File: config.mk
export PLATFORM = sky130hd
export DESIGN_NAME = zcp_mains_zero_cross
export DESIGN_NICKNAME = d
export VERILOG_FILES = /design/src/rtl/zcp_pkg.sv /design/src/rtl/zcp_mains_zero_cross.sv /design/src/rtl/zcp_tick_gen.sv /design/src/rtl/zcp_power_meter.sv
export VERILOG_INCLUDE_DIRS = /design/src /design/src/rtl
export SDC_FILE = /design/constraint.sdc
export NUM_CORES = 1
export LEC_CHECK = 0
export ABC_AREA = 1
export BUFFER_PORTS_ARGS = -buffer_cell sky130_fd_sc_hd__buf_2
export CORE_AREA = 3 3 187 189
export DETAILED_ROUTE_END_ITERATION = 10
export DIE_AREA = 0 0 190 192
export PLACE_DENSITY_LB_ADDON = 0.25
export SLEW_MARGIN = 30
export SYNTH_ARGS = -nofsm -noshare
export SYNTH_HDL_FRONTEND = slang
export SYNTH_SLANG_ARGS = --single-unit
File: constraint.sdc
create_clock -name clk_i -period 4 [get_ports clk_i]
set_clock_uncertainty 0.1 [all_clocks]
set_input_delay 0.8 -clock clk_i [delete_from_list [all_inputs] [get_ports clk_i]]
set_output_delay 0.8 -clock clk_i [all_outputs]
set_load 0.01 [all_outputs]
File: src/rtl/zcp_defs.svh
`ifndef ZCP_DEFS_SVH
`define ZCP_DEFS_SVH

// Register offsets (16-bit byte addresses on the 8-bit register data port)
`define ZCP_ADDR_TS0 16'hfe69
`define ZCP_ADDR_TS1 16'hfe6a
`define ZCP_ADDR_TS2 16'hfe6b
`define ZCP_ADDR_TS3 16'hfe6c
`define ZCP_ADDR_EDGE_SEL 16'hfe6d
`define ZCP_ADDR_PWR0 16'hfe7d
`define ZCP_ADDR_PWR1 16'hfe7e
`define ZCP_ADDR_PWR2 16'hfe7f
`define ZCP_ADDR_CTRL 16'hfe70
`define ZCP_ADDR_WIN_LO 16'hfe71
`define ZCP_ADDR_WIN_HI 16'hfe72

// Field positions
`define ZCP_BIT_FALL 0
`define ZCP_BIT_RISE 1
`define ZCP_BIT_VIRT 2
`define ZCP_BIT_PWR_FLAG 3
`define ZCP_BIT_CONT 0

// Reset values
`define ZCP_RST_EDGE_SEL 8'h06
`define ZCP_RST_WIN_MS 16'h0064

// Timing: 10 us tick and 1 ms tick at 200 MHz
`define ZCP_CLK_MHZ 200
`define ZCP_TICK_US 10
`define ZCP_TICK_CYC (`ZCP_TICK_US * `ZCP_CLK_MHZ)
`define ZCP_MS_CYC (1000 * `ZCP_CLK_MHZ)
`define ZCP_TS_MAX 20'hf_4240

`endif

File: src/rtl/zcp_pkg.sv
package zcp_pkg;

  // Edge selection carried as one group
  typedef struct packed {
    logic virt;
    logic rise;
    logic fall;
  } zcp_edge_sel_t;

  // Power measurement result as seen by software
  typedef struct packed {
    logic new_flag;
    logic [18:0] value;
  } zcp_pwr_t;

  // Virtual edge tracker states
  typedef enum logic [2:0] {
    ZCP_V_IDLE = 3'b001,
    ZCP_V_HALF = 3'b010,
    ZCP_V_ARMED = 3'b100
  } zcp_vstate_t;

endpackage : zcp_pkg

File: src/rtl/zcp_mains_zero_cross.sv
`timescale 1ns/100ps
`include "zcp_defs.svh"

module zcp_mains_zero_cross #(
  parameter int TICK_CYC = `ZCP_TICK_CYC,
  parameter int MS_CYC = `ZCP_MS_CYC
) (
  input wire logic clk_i,
  input wire logic sys_rst_i,
  input wire logic mains_sense_input_i,
  input wire logic tx_active_i,
  input wire logic current_hit_i,
  input wire logic [15:0] addr_i,
  input wire logic [7:0] wdata_i,
  input wire logic wr_i,
  input wire logic rd_i,
  output logic [7:0] rdata_o,
  output logic zero_cross_o
);

  // ===========================================================
  // Declarations
  zcp_pkg::zcp_edge_sel_t edge_sel;
  zcp_pkg::zcp_pwr_t pwr;
  zcp_pkg::zcp_vstate_t vstate;
  zcp_pkg::zcp_vstate_t next_vstate;
  logic continuous_measure_force;
  logic [15:0] measure_window_ms;
  logic [19:0] time_now;
  logic [19:0] timestamp;
  logic [19:0] prev_edge;
  logic [19:0] mid_time;
  logic [19:0] half_period;
  logic [19:0] vcount;
  logic sense_q;
  logic rise_ev;
  logic fall_ev;
  logic any_ev;
  logic virt_ev;
  logic real_ev;
  logic tick_10us;
  logic tick_ms;
  logic pwr_done;
  logic [18:0] pwr_value;
  logic [31:0] ts_word;
  logic [23:0] pwr_word;

  // Forward distance between two times, wrapping at one million
  function automatic logic [19:0] wrap_diff(input logic [19:0] a, input logic [19:0] b);
    logic [20:0] d;
    d = {1'b0, a} - {1'b0, b};
    if (a < b) begin
      d = d + {1'b0, `ZCP_TS_MAX} + 21'h0_0001;
    end
    wrap_diff = d[19:0];
  endfunction : wrap_diff

  // Advance a time by a step, wrapping at one million
  function automatic logic [19:0] wrap_add(input logic [19:0] a, input logic [19:0] b);
    logic [20:0] s;
    s = {1'b0, a} + {1'b0, b};
    if (s > {1'b0, `ZCP_TS_MAX}) begin
      s = s - {1'b0, `ZCP_TS_MAX} - 21'h0_0001;
    end
    wrap_add = s[19:0];
  endfunction : wrap_add

  // ===========================================================
  // Tick sources
  zcp_tick_gen #(.DIV(TICK_CYC)) u_tick_10us (
    .clk_i(clk_i),
    .sys_rst_i(sys_rst_i),
    .tick_o(tick_10us)
  );

  zcp_tick_gen #(.DIV(MS_CYC)) u_tick_ms (
    .clk_i(clk_i),
    .sys_rst_i(sys_rst_i),
    .tick_o(tick_ms)
  );

  // ===========================================================
  // Free-running time base in 10 us steps, wraps after one million
  always_ff @(posedge clk_i) begin
    if (sys_rst_i) begin
      time_now <= 20'h0_0000;
    end else if (tick_10us) begin
      time_now <= wrap_add(time_now, 20'h0_0001);
    end
  end

  // ===========================================================
  // Edge detection on the mains sense input
  always_ff @(posedge clk_i) begin
    if (sys_rst_i) begin
      sense_q <= 1'b0;
    end else begin
      sense_q <= mains_sense_input_i;
    end
  end

  assign rise_ev = mains_sense_input_i && !sense_q && edge_sel.rise;
  assign fall_ev = !mains_sense_input_i && sense_q && edge_sel.fall;
  assign real_ev = rise_ev || fall_ev;
  assign any_ev = mains_sense_input_i ^ sense_q;

  // ===========================================================
  // Virtual edge: after two edges, the midpoint is reported half the last
  // edge-to-edge span after each edge, since the real crossing is not seen until then
  assign mid_time = wrap_add(prev_edge, {1'b0, half_period[19:1]});

  always_comb begin
    next_vstate = vstate;
    case (vstate)
      zcp_pkg::ZCP_V_IDLE: begin
        if (edge_sel.virt && any_ev) begin
          next_vstate = zcp_pkg::ZCP_V_HALF;
        end
      end
      zcp_pkg::ZCP_V_HALF: begin
        if (!edge_sel.virt) begin
          next_vstate = zcp_pkg::ZCP_V_IDLE;
        end else if (any_ev) begin
          next_vstate = zcp_pkg::ZCP_V_ARMED;
        end
      end
      zcp_pkg::ZCP_V_ARMED: begin
        if (!edge_sel.virt) begin
          next_vstate = zcp_pkg::ZCP_V_IDLE;
        end
      end
      default: begin
        next_vstate = zcp_pkg::ZCP_V_IDLE;
      end
    endcase
  end

  always_ff @(posedge clk_i) begin
    if (sys_rst_i) begin
      vstate <= zcp_pkg::ZCP_V_IDLE;
    end else begin
      vstate <= next_vstate;
    end
  end

  // Remember the last edge and the span to it
  always_ff @(posedge clk_i) begin
    if (sys_rst_i) begin
      prev_edge <= 20'h0_0000;
      half_period <= 20'h0_0000;
    end else if (any_ev) begin
      prev_edge <= time_now;
      half_period <= wrap_diff(time_now, prev_edge);
    end
  end

  // Count down to the midpoint of the current interval
  always_ff @(posedge clk_i) begin
    if (sys_rst_i) begin
      vcount <= 20'h0_0000;
    end else if (any_ev) begin
      vcount <= wrap_diff(time_now, prev_edge) >> 1;
    end else if (tick_10us && vcount != 20'h0_0000) begin
      vcount <= vcount - 20'h0_0001;
    end
  end

  assign virt_ev = (vstate == zcp_pkg::ZCP_V_ARMED) && edge_sel.virt && tick_10us &&
                   (vcount == 20'h0_0001) && !any_ev;

  // ===========================================================
  // Timestamp capture, hardware only
  always_ff @(posedge clk_i) begin
    if (sys_rst_i) begin
      timestamp <= 20'h0_0000;
      zero_cross_o <= 1'b0;
    end else begin
      zero_cross_o <= real_ev || virt_ev;
      if (virt_ev) begin
        timestamp <= wrap_add(time_now, 20'h0_0001);
      end else if (real_ev) begin
        timestamp <= time_now;
      end
    end
  end

  assign ts_word = {timestamp, 12'h000};

  // ===========================================================
  // Power measurement
  zcp_power_meter u_power (
    .clk_i(clk_i),
    .sys_rst_i(sys_rst_i),
    .ms_tick_i(tick_ms),
    .window_ms_i(measure_window_ms),
    .sample_en_i(tx_active_i || continuous_measure_force),
    .current_hit_i(current_hit_i),
    .done_o(pwr_done),
    .result_o(pwr_value)
  );

  // Result and flag; a fresh value beats a software clear in the same cycle
  always_ff @(posedge clk_i) begin
    if (sys_rst_i) begin
      pwr <= '0;
    end else if (pwr_done) begin
      pwr.value <= pwr_value;
      pwr.new_flag <= 1'b1;
    end else if (wr_i && addr_i == `ZCP_ADDR_PWR0 && !wdata_i[`ZCP_BIT_PWR_FLAG]) begin
      pwr.new_flag <= 1'b0;
    end
  end

  assign pwr_word = {4'h0, pwr.new_flag, pwr.value};

  // ===========================================================
  // Software writable configuration
  always_ff @(posedge clk_i) begin
    if (sys_rst_i) begin
      edge_sel <= zcp_pkg::zcp_edge_sel_t'(`ZCP_RST_EDGE_SEL);
    end else if (wr_i && addr_i == `ZCP_ADDR_EDGE_SEL) begin
      edge_sel <= wdata_i[2:0];
    end
  end

  always_ff @(posedge clk_i) begin
    if (sys_rst_i) begin
      continuous_measure_force <= 1'b0;
    end else if (wr_i && addr_i == `ZCP_ADDR_CTRL) begin
      continuous_measure_force <= wdata_i[`ZCP_BIT_CONT];
    end
  end

  always_ff @(posedge clk_i) begin
    if (sys_rst_i) begin
      measure_window_ms <= `ZCP_RST_WIN_MS;
    end else if (wr_i && addr_i == `ZCP_ADDR_WIN_LO) begin
      measure_window_ms[7:0] <= wdata_i;
    end else if (wr_i && addr_i == `ZCP_ADDR_WIN_HI) begin
      measure_window_ms[15:8] <= wdata_i;
    end
  end

  // ===========================================================
  // Read port, data one cycle after the strobe; unmapped reads zero
  always_ff @(posedge clk_i) begin
    if (sys_rst_i) begin
      rdata_o <= 8'h00;
    end else if (rd_i) begin
      case (addr_i)
        `ZCP_ADDR_TS0: rdata_o <= ts_word[31:24];
        `ZCP_ADDR_TS1: rdata_o <= ts_word[23:16];
        `ZCP_ADDR_TS2: rdata_o <= ts_word[15:8];
        `ZCP_ADDR_TS3: rdata_o <= ts_word[7:0];
        `ZCP_ADDR_EDGE_SEL: rdata_o <= {5'h00, edge_sel};
        `ZCP_ADDR_PWR0: rdata_o <= pwr_word[23:16];
        `ZCP_ADDR_PWR1: rdata_o <= pwr_word[15:8];
        `ZCP_ADDR_PWR2: rdata_o <= pwr_word[7:0];
        `ZCP_ADDR_CTRL: rdata_o <= {7'h00, continuous_measure_force};
        `ZCP_ADDR_WIN_LO: rdata_o <= measure_window_ms[7:0];
        `ZCP_ADDR_WIN_HI: rdata_o <= measure_window_ms[15:8];
        default: rdata_o <= 8'h00;
      endcase
    end else begin
      rdata_o <= 8'h00;
    end
  end

endmodule : zcp_mains_zero_cross

File: src/rtl/zcp_tick_gen.sv
`timescale 1ns/100ps
`include "zcp_defs.svh"

// Free-running divider giving a one-cycle tick every DIV clocks
module zcp_tick_gen #(
  parameter int DIV = `ZCP_TICK_CYC
) (
  input wire logic clk_i,
  input wire logic sys_rst_i,
  output logic tick_o
);

  logic [31:0] count;

  // ===========================================================
  // Divider
  always_ff @(posedge clk_i) begin
    if (sys_rst_i || count == 32'(DIV - 1)) begin
      count <= 32'h0000_0000;
    end else begin
      count <= count + 32'h0000_0001;
    end
  end

  assign tick_o = (count == 32'(DIV - 1));

endmodule : zcp_tick_gen

File: src/rtl/zcp_power_meter.sv
`timescale 1ns/100ps
`include "zcp_defs.svh"

// Counts sampled consumption cycles over one window of milliseconds
module zcp_power_meter (
  input wire logic clk_i,
  input wire logic sys_rst_i,
  input wire logic ms_tick_i,
  input wire logic [15:0] window_ms_i,
  input wire logic sample_en_i,
  input wire logic current_hit_i,
  output logic done_o,
  output logic [18:0] result_o
);

  logic [15:0] ms_count;
  logic [18:0] acc;
  logic window_end;
  logic [18:0] acc_next;

  // Count including this cycle, so the sample at a window end is not lost
  assign acc_next = (sample_en_i && current_hit_i && acc != 19'h7_ffff) ?
                    acc + 19'h0_0001 : acc;

  // Window ends when the configured ms count is reached (zero treated as one)
  assign window_end = ms_tick_i && (ms_count + 16'h0001 >= window_ms_i);

  // ===========================================================
  // Window timer
  always_ff @(posedge clk_i) begin
    if (sys_rst_i || window_end) begin
      ms_count <= 16'h0000;
    end else if (ms_tick_i) begin
      ms_count <= ms_count + 16'h0001;
    end
  end

  // Saturating accumulator, cleared at each window end
  always_ff @(posedge clk_i) begin
    if (sys_rst_i || window_end) begin
      acc <= 19'h0_0000;
    end else if (sample_en_i && current_hit_i && acc != 19'h7_ffff) begin
      acc <= acc + 19'h0_0001;
    end
  end

  // Result and strobe registered
  always_ff @(posedge clk_i) begin
    if (sys_rst_i) begin
      result_o <= 19'h0_0000;
      done_o <= 1'b0;
    end else begin
      done_o <= window_end;
      if (window_end) begin
        result_o <= acc_next;
      end
    end
  end

endmodule : zcp_power_meter

[Word level (Yosys, flattened, before mapping)]
Cells that the tools add are included.
Word-level totals
  flip-flop bits (word level): 252
  logic and storage cells: 112
  bits of input ports: 31
  output and inout port bits: 9
Operators by class
  reductions and logical operators: 37
  eq/ne operators: 20
  order comparisons: 3
  bitwise logic cells: 3
  mux-type cells: 15
  $add $sub $neg: 11
Operators with widths (count)
  equality test 16 bit (second input constant): 10
  two-way mux 20 bit: 4
  case mux 8 bit (10 select lines): 1
  adder 32 x 1 -> 32 bit (second input constant): 2
  two-way mux 19 bit: 3
  subtractor 20 x 1 -> 20 bit (second input constant): 2
  equality test 32 x 11 -> 1 bit (second input constant): 1
  equality test 32 x 18 -> 1 bit (second input constant): 1
  adder 20 x 1 -> 21 bit (second input constant): 1
  > comparator 21 x 20 -> 1 bit (second input constant): 1
  adder 20 x 1 -> 20 bit (second input constant): 1
  adder 20 bit (second input constant): 1
  equality test 20 x 1 -> 1 bit (second input constant): 1
  less-than comparator 20 bit: 1
  nonzero test 20 bit: 1
  subtractor 20 bit: 1
  subtractor 20 bit (second input constant): 1
  adder 19 x 1 -> 19 bit (second input constant): 1
  logical AND 1 bit: 19
  inequality test 19 bit (second input constant): 1
  adder 16 x 1 -> 16 bit (second input constant): 1
  greater-or-equal comparator 16 bit: 1
  two-way mux 3 bit: 4
  case mux 3 bit (3 select lines): 1
  other kinds (14): 28

[Longest topological paths before layout]
  depth after elaboration: 6
  depth in mapped cells: 21
  depth with buffers taken out: 20

[Hierarchy]
Synthesis repeated with hierarchy kept, for this count alone.
Second synthesis, totals
  cells, all modules: 2576
  area total of the unflattened synthesis: 16015.4 sq um
Modules (own cells, without submodules)
  zcp_mains_zero_cross: cells each 1466, times used 1, seq. area each 2662.6 sq um, area each 8982.4 sq um
  zcp_power_meter: cells each 478, times used 1, seq. area each 1101.1 sq um, area each 3209.3 sq um
  zcp_tick_gen at u_tick_10us: cells each 313, times used 1, seq. area each 640.6 sq um, area each 1920.6 sq um
  zcp_tick_gen at u_tick_ms: cells each 319, times used 1, seq. area each 640.6 sq um, area each 1903.1 sq um

[Worst setup path after synthesis]
Ideal clock, no wire load.
  path kind: reg-to-reg
  start point: register u_power.ms_count[0]
  end point: register u_power.result_o[14]
  path buffers: 2
  stages on the path, launching flop included: 22
  required time: 3.826 ns
  period minus slack after synthesis: 3.122 ns
  path slack: 0.878 ns
  setup time: 0.074 ns
  arrival time: 2.947 ns
  cell sequence: dfxtp_1 -> ha_1 -> nand3_1 -> inv_1 -> nand3_1 -> nor2_1 -> nand2_1 -> nor3_1 -> nand3_1 -> xnor2_1 -> ha_1 -> nand2_1 -> inv_1 -> nand3_1 -> inv_1 -> a21oi_1 -> nand3_1 -> nand2_1 -> clkbuf_1 -> clkbuf_1 -> nand3_1 -> o21ai_0
On the way
  cells in the longest elaborated chain, start to end: 3
Ends and longest elaborated chain
  start, declared: line zcp_power_meter.sv:16  | logic [15:0] ms_count;
  start signal, assigned: line zcp_power_meter.sv:34  | ms_count <= ms_count + 16'h0001;
  adder 16 x 1 -> 16 bit: line zcp_power_meter.sv:26  | assign window_end = ms_tick_i && (ms_count + 16'h0001 >= window_ms_i);
  greater-or-equal comparator 16 bit: line zcp_power_meter.sv:26
  logical AND 1 bit: line zcp_power_meter.sv:26
  end signal, assigned: line zcp_power_meter.sv:55  | result_o <= acc_next;
  end, declared: line zcp_power_meter.sv:13  | output logic [18:0] result_o
Every way passes these cells.
A chain may end at the register's enable or synchronous reset.

[Worst setup path after layout]
  start point: register u_power.ms_count[0]
  end point: register u_power.ms_count[12]
On the way
  cells in the longest elaborated chain, start to end: 4
Ends and longest elaborated chain
  adder 16 x 1 -> 16 bit (*): line zcp_power_meter.sv:26, zcp_power_meter.sv:34
  greater-or-equal comparator 16 bit: line zcp_power_meter.sv:26
  logical AND 1 bit: line zcp_power_meter.sv:26
  logical OR 1 bit: line zcp_power_meter.sv:31  | if (sys_rst_i || window_end) begin
Mark *: on every way between the ends. The rest lies on a longest branch, timed or not.

==> results.json <==
{
  "grt_pass1_wl_mm": 66.1,
  "hold_viol": 0,
  "worstSetupPathType": "flip-flop to flip-flop",
  "cts_buffers": 30,
  "cts_resized": 0,
  "synth_top_cell_by_area": "dfxtp_1",
  "dp_hpwl_mm": 30.1,
  "power_frac_comb_pct": 12.7,
  "crit_required_ns": 4.33,
  "core_mm2": 0.0334,
  "drt_wl_total_mm": 39.9,
  "tightest_slew_ns": 0.890,
  "busiest_layer": "met2",
  "netlist_instances": 2305,
  "antenna_cells": 0,
  "first_global_vias": 13700,
  "p_seq_share_pct": 42.7,
  "area_growth_pct": 11.1,
  "async_reset_ff_share_pct": 0,
  "final_core_util_pct": 49.9,
  "initial_core_util_pct": 44.9,
  "synth-main-ff-cell": "dfxtp_1",
  "cp_slowest_cell": "nor3_1",
  "grt_util_met2_pct": 36.5,
  "synth-seq-area-share_pct": 33.6,
  "first_iter_violations": 1035,
  "viasPerCell": 5.25,
  "p_int_mw": 4.41,
  "ys_warn_count": 0,
  "worst_slack_ns": 0.561,
  "syn_avg_cell_area_um2": 6.52,
  "power_leakage_nw": 7.31,
  "synth_edf_count": 0,
  "yosys-top-cells-count": "nand2_1, inv_1, dfxtp_1",
  "grt_max_degree": 61,
  "crit_path_end_kind": "flip-flop",
  "portBuffers": 39,
  "clock_latency_ns": 0.60,
  "reg2reg_depth": 18,
  "critical_path.startpoint_type": "flip-flop",
  "slew_viol_final": 0,
  "maxCapViolCount": 0,
  "reg2reg_from": "u_power.ms_count[0]$_SDFFE_PP0P_",
  "htree_levels": 1,
  "drcViolationCount": 0,
  "finalSetupViolations": 0,
  "yosys_register_bits": 252,
  "nets": 2415,
  "postCtsHoldBufs": 0,
  "first_pass_iters": 6,
  "synth_cell_types": 54,
  "period_minus_slack_ns": 3.44,
  "wl_per_cell_um": 14.2,
  "drive_gt1_share_pct": 6.61,
  "tns_ns": 0,
  "min_from": "u_tick_10us.count[0]$_SDFF_PP0_",
  "path_max_fanout": 35,
  "multi_input_area_mm2": 0.00848,
  "holdPathStages": 1,
  "antenna_found_initial": 2,
  "clk_pin_slew_worst_paths_ns": 0.06,
  "arrival_ns": 3.77,
  "gp_congestion": 0.923,
  "nFillCells": 3375,
  "grt_usage_pct": 21.6,
  "cts_max_path_buffers": 3,
  "pre_cts_slack_ns": 0.447,
  "ant_nets": 0,
  "synth_area_leaders": "dfxtp_1, nand2_1, inv_1",
  "overflow": 0,
  "crit_chain": "nand3_1, nor3_1, inv_1, nor3_1, nand4_1, nor2_1, xor2_1, ha_1, nand2_1, inv_1, nand3_1, nor3_1, nand2_1, nand3_1, nand2_1, nand2_1, buf_4, nor2_1",
  "power.switching_mw": 1.71,
  "synthesis.nets": 2384,
  "status": "completed",
  "slew_headroom_pct": 40.6,
  "rsz0062_at_grt": "no",
  "cts_sinks": 252,
  "pin_count": 40,
  "cts-root-buf": "clkbuf_16",
  "worst_hold_path_type": "flip-flop to flip-flop",
  "finalCritPeriodShare_pct": 86.0,
  "synth_top_area_share_pct": 33.6,
  "clock.fmax_mhz": 291,
  "r2r-end": "u_power.ms_count[12]$_SDFFE_PP0P_",
  "pwr_density_cell_mw_per_mm2": 367,
  "tritoncts": "done",
  "cpPeakStageDelay_ns": 0.42,
  "die_x_um": 190,
  "p_sw_share_pct": 27.9,
  "hold-worst-slack_ns": 0.342,
  "post_cts_buffers": 0,
  "ir_worst_vdd_uv": 426,
  "grtUsageMet3_pct": 3.45,
  "die_h_um": 192,
  "crit_top_cell": "nand2_1",
  "rrSetupSlack_ns": 0.56,
  "p_clk_share_pct": 44.7,
  "rows": 67,
  "vias": 14700,
  "grtUsageMet1_pct": 28.4,
  "syn_area_mm2": 0.0150,
  "synth.most_common_cell": "nand2_1",
  "holdPathEnd": "u_tick_10us.count[0]$_SDFF_PP0_",
  "seq_area_mm2": 0.00504,
  "dieArea_mm2": 0.0365
}
## layout by cell type (no fill, tap or decap), types with 4 or more instances in the layout
| cell type | Yosys | layout |
|---|---|---|
| clkbuf_16 | 0 | 30 |
| buf_4 | 1 | 20 |
| nor2_2 | 4 | 4 |
| nor3b_1 | 11 | 11 |
| clkbuf_8 | 0 | 4 |
| o31ai_1 | 5 | 5 |
| nand4_1 | 43 | 43 |
| nand2_1 | 518 | 518 |
| nor2_1 | 241 | 241 |
| nor4_1 | 27 | 27 |
| nand2_2 | 18 | 18 |
| a211oi_1 | 7 | 7 |
| clkinv_2 | 0 | 7 |
| clkbuf_1 | 48 | 5 |
| o22ai_1 | 6 | 6 |
| nand3b_1 | 10 | 10 |
| or2_2 | 8 | 8 |
| and3_1 | 5 | 5 |
| nor3_1 | 59 | 58 |
| nand3_1 | 190 | 189 |
| o21ai_0 | 148 | 148 |
| nor3_2 | 3 | 4 |
| ha_1 | 47 | 47 |
| buf_2 | 4 | 39 |
| a31oi_1 | 25 | 25 |
| inv_1 | 332 | 332 |
| a21oi_1 | 148 | 148 |
| dfxtp_1 | 252 | 252 |
| xnor2_1 | 20 | 20 |
| xor2_1 | 72 | 72 |
| o211ai_1 | 10 | 10 |
## layer usage
layer,up-vias,share of wire [%]
met3,80,5.6
met1,6705,46
met5,-,0.053
met2,370,46
li1,7584,-
met4,4,2.9
## worst max-delay path: cells and delay by family (launching register included)
kind,cells,cell delay (ns)
and+or+nand+nor,13,1.85
buffers and inverters,3,0.51
DFF,1,0.39
adders and majority gates,1,0.30
xor gates and xnor gates,1,0.10
## metrics by stage
stage	total power, mW	cells	instance area (um2)
after global routing	6.42	2807	16700
after floorplan	3.24	2305	15000
after global placement	3.42	2752	15700
after detailed placement	3.44	2752	15700
final	6.12	2807	16700
after CTS	6.19	2807	16700
## power by group through the flow
stage	combinational, mW	sequential, mW	clock [mW]
after floorplan	0.583	2.65	0
after global placement	0.755	2.66	0
after CTS	0.775	2.61	2.80
final	0.776	2.61	2.73
after detailed placement	0.771	2.66	0
after global routing	0.892	2.62	2.91
## state kept, by name, indices dropped and copies added, names as in the netlist
register / count
u_tick_10us.count: 32
time_now: 20
measure_window_ms: 16
rdata_o: 8
u_power.ms_count: 16
zero_cross_o: 1
prev_edge: 20
u_power.done_o: 1
vstate: 3
u_power.acc: 19
vcount: 20
continuous_measure_force: 1
sense_q: 1
timestamp: 20
u_power.result_o: 19
u_tick_ms.count: 32
pwr: 20
edge_sel: 3
## worst max path at each step
| stage | startpoint | slack (ns) | end | depth (start not counted) |
|---|---|---|---|---|
| after floorplan | u_power.ms_count[0]$_SDFFE_PP0P_ | 0.88 | u_power.result_o[14]$_SDFFE_PP0P_ | 21 |
| after global placement | u_power.ms_count[0]$_SDFFE_PP0P_ | 0.62 | u_power.result_o[2]$_SDFFE_PP0P_ | 18 |
| after detailed placement | u_power.ms_count[0]$_SDFFE_PP0P_ | 0.45 | u_power.result_o[2]$_SDFFE_PP0P_ | 18 |
| after CTS | u_power.ms_count[0]$_SDFFE_PP0P_ | 0.42 | u_power.result_o[2]$_SDFFE_PP0P_ | 18 |
| after global routing | u_power.ms_count[0]$_SDFFE_PP0P_ | 0.10 | u_power.acc[11]$_SDFF_PP0_ | 20 |
| final | u_power.ms_count[0]$_SDFFE_PP0P_ | 0.56 | u_power.ms_count[12]$_SDFFE_PP0P_ | 18 |
## cell families (layout without fill, tap and decap cells)
group | count (synthesis) | after routing | share of synthesized area, %
multiplexers | 1 | 1 | 0.0667
buffers and inverters | 396 | 450 | 10.0
AO/OA/AOI/OAI | 368 | 368 | 13.2
adder cells (fa/ha/maj) | 48 | 48 | 4.05
XOR/XNOR | 92 | 92 | 5.37
flip-flops | 252 | 252 | 33.6
AND/OR/NAND/NOR | 1148 | 1148 | 33.6
## layout make-up
class / count / share of cell area (%)
well taps: 448 / 3.36
flip-flops and latches: 252 / 30.2
inverters: 336 / 7.56
clock inverters: 16 / 1.06
multi-input cells: 1657 / 50.8
clock buffers: 39 / 4.94
repair buffers: 59 / 2.07
Note: power is estimated with default switching activity, not from simulation.
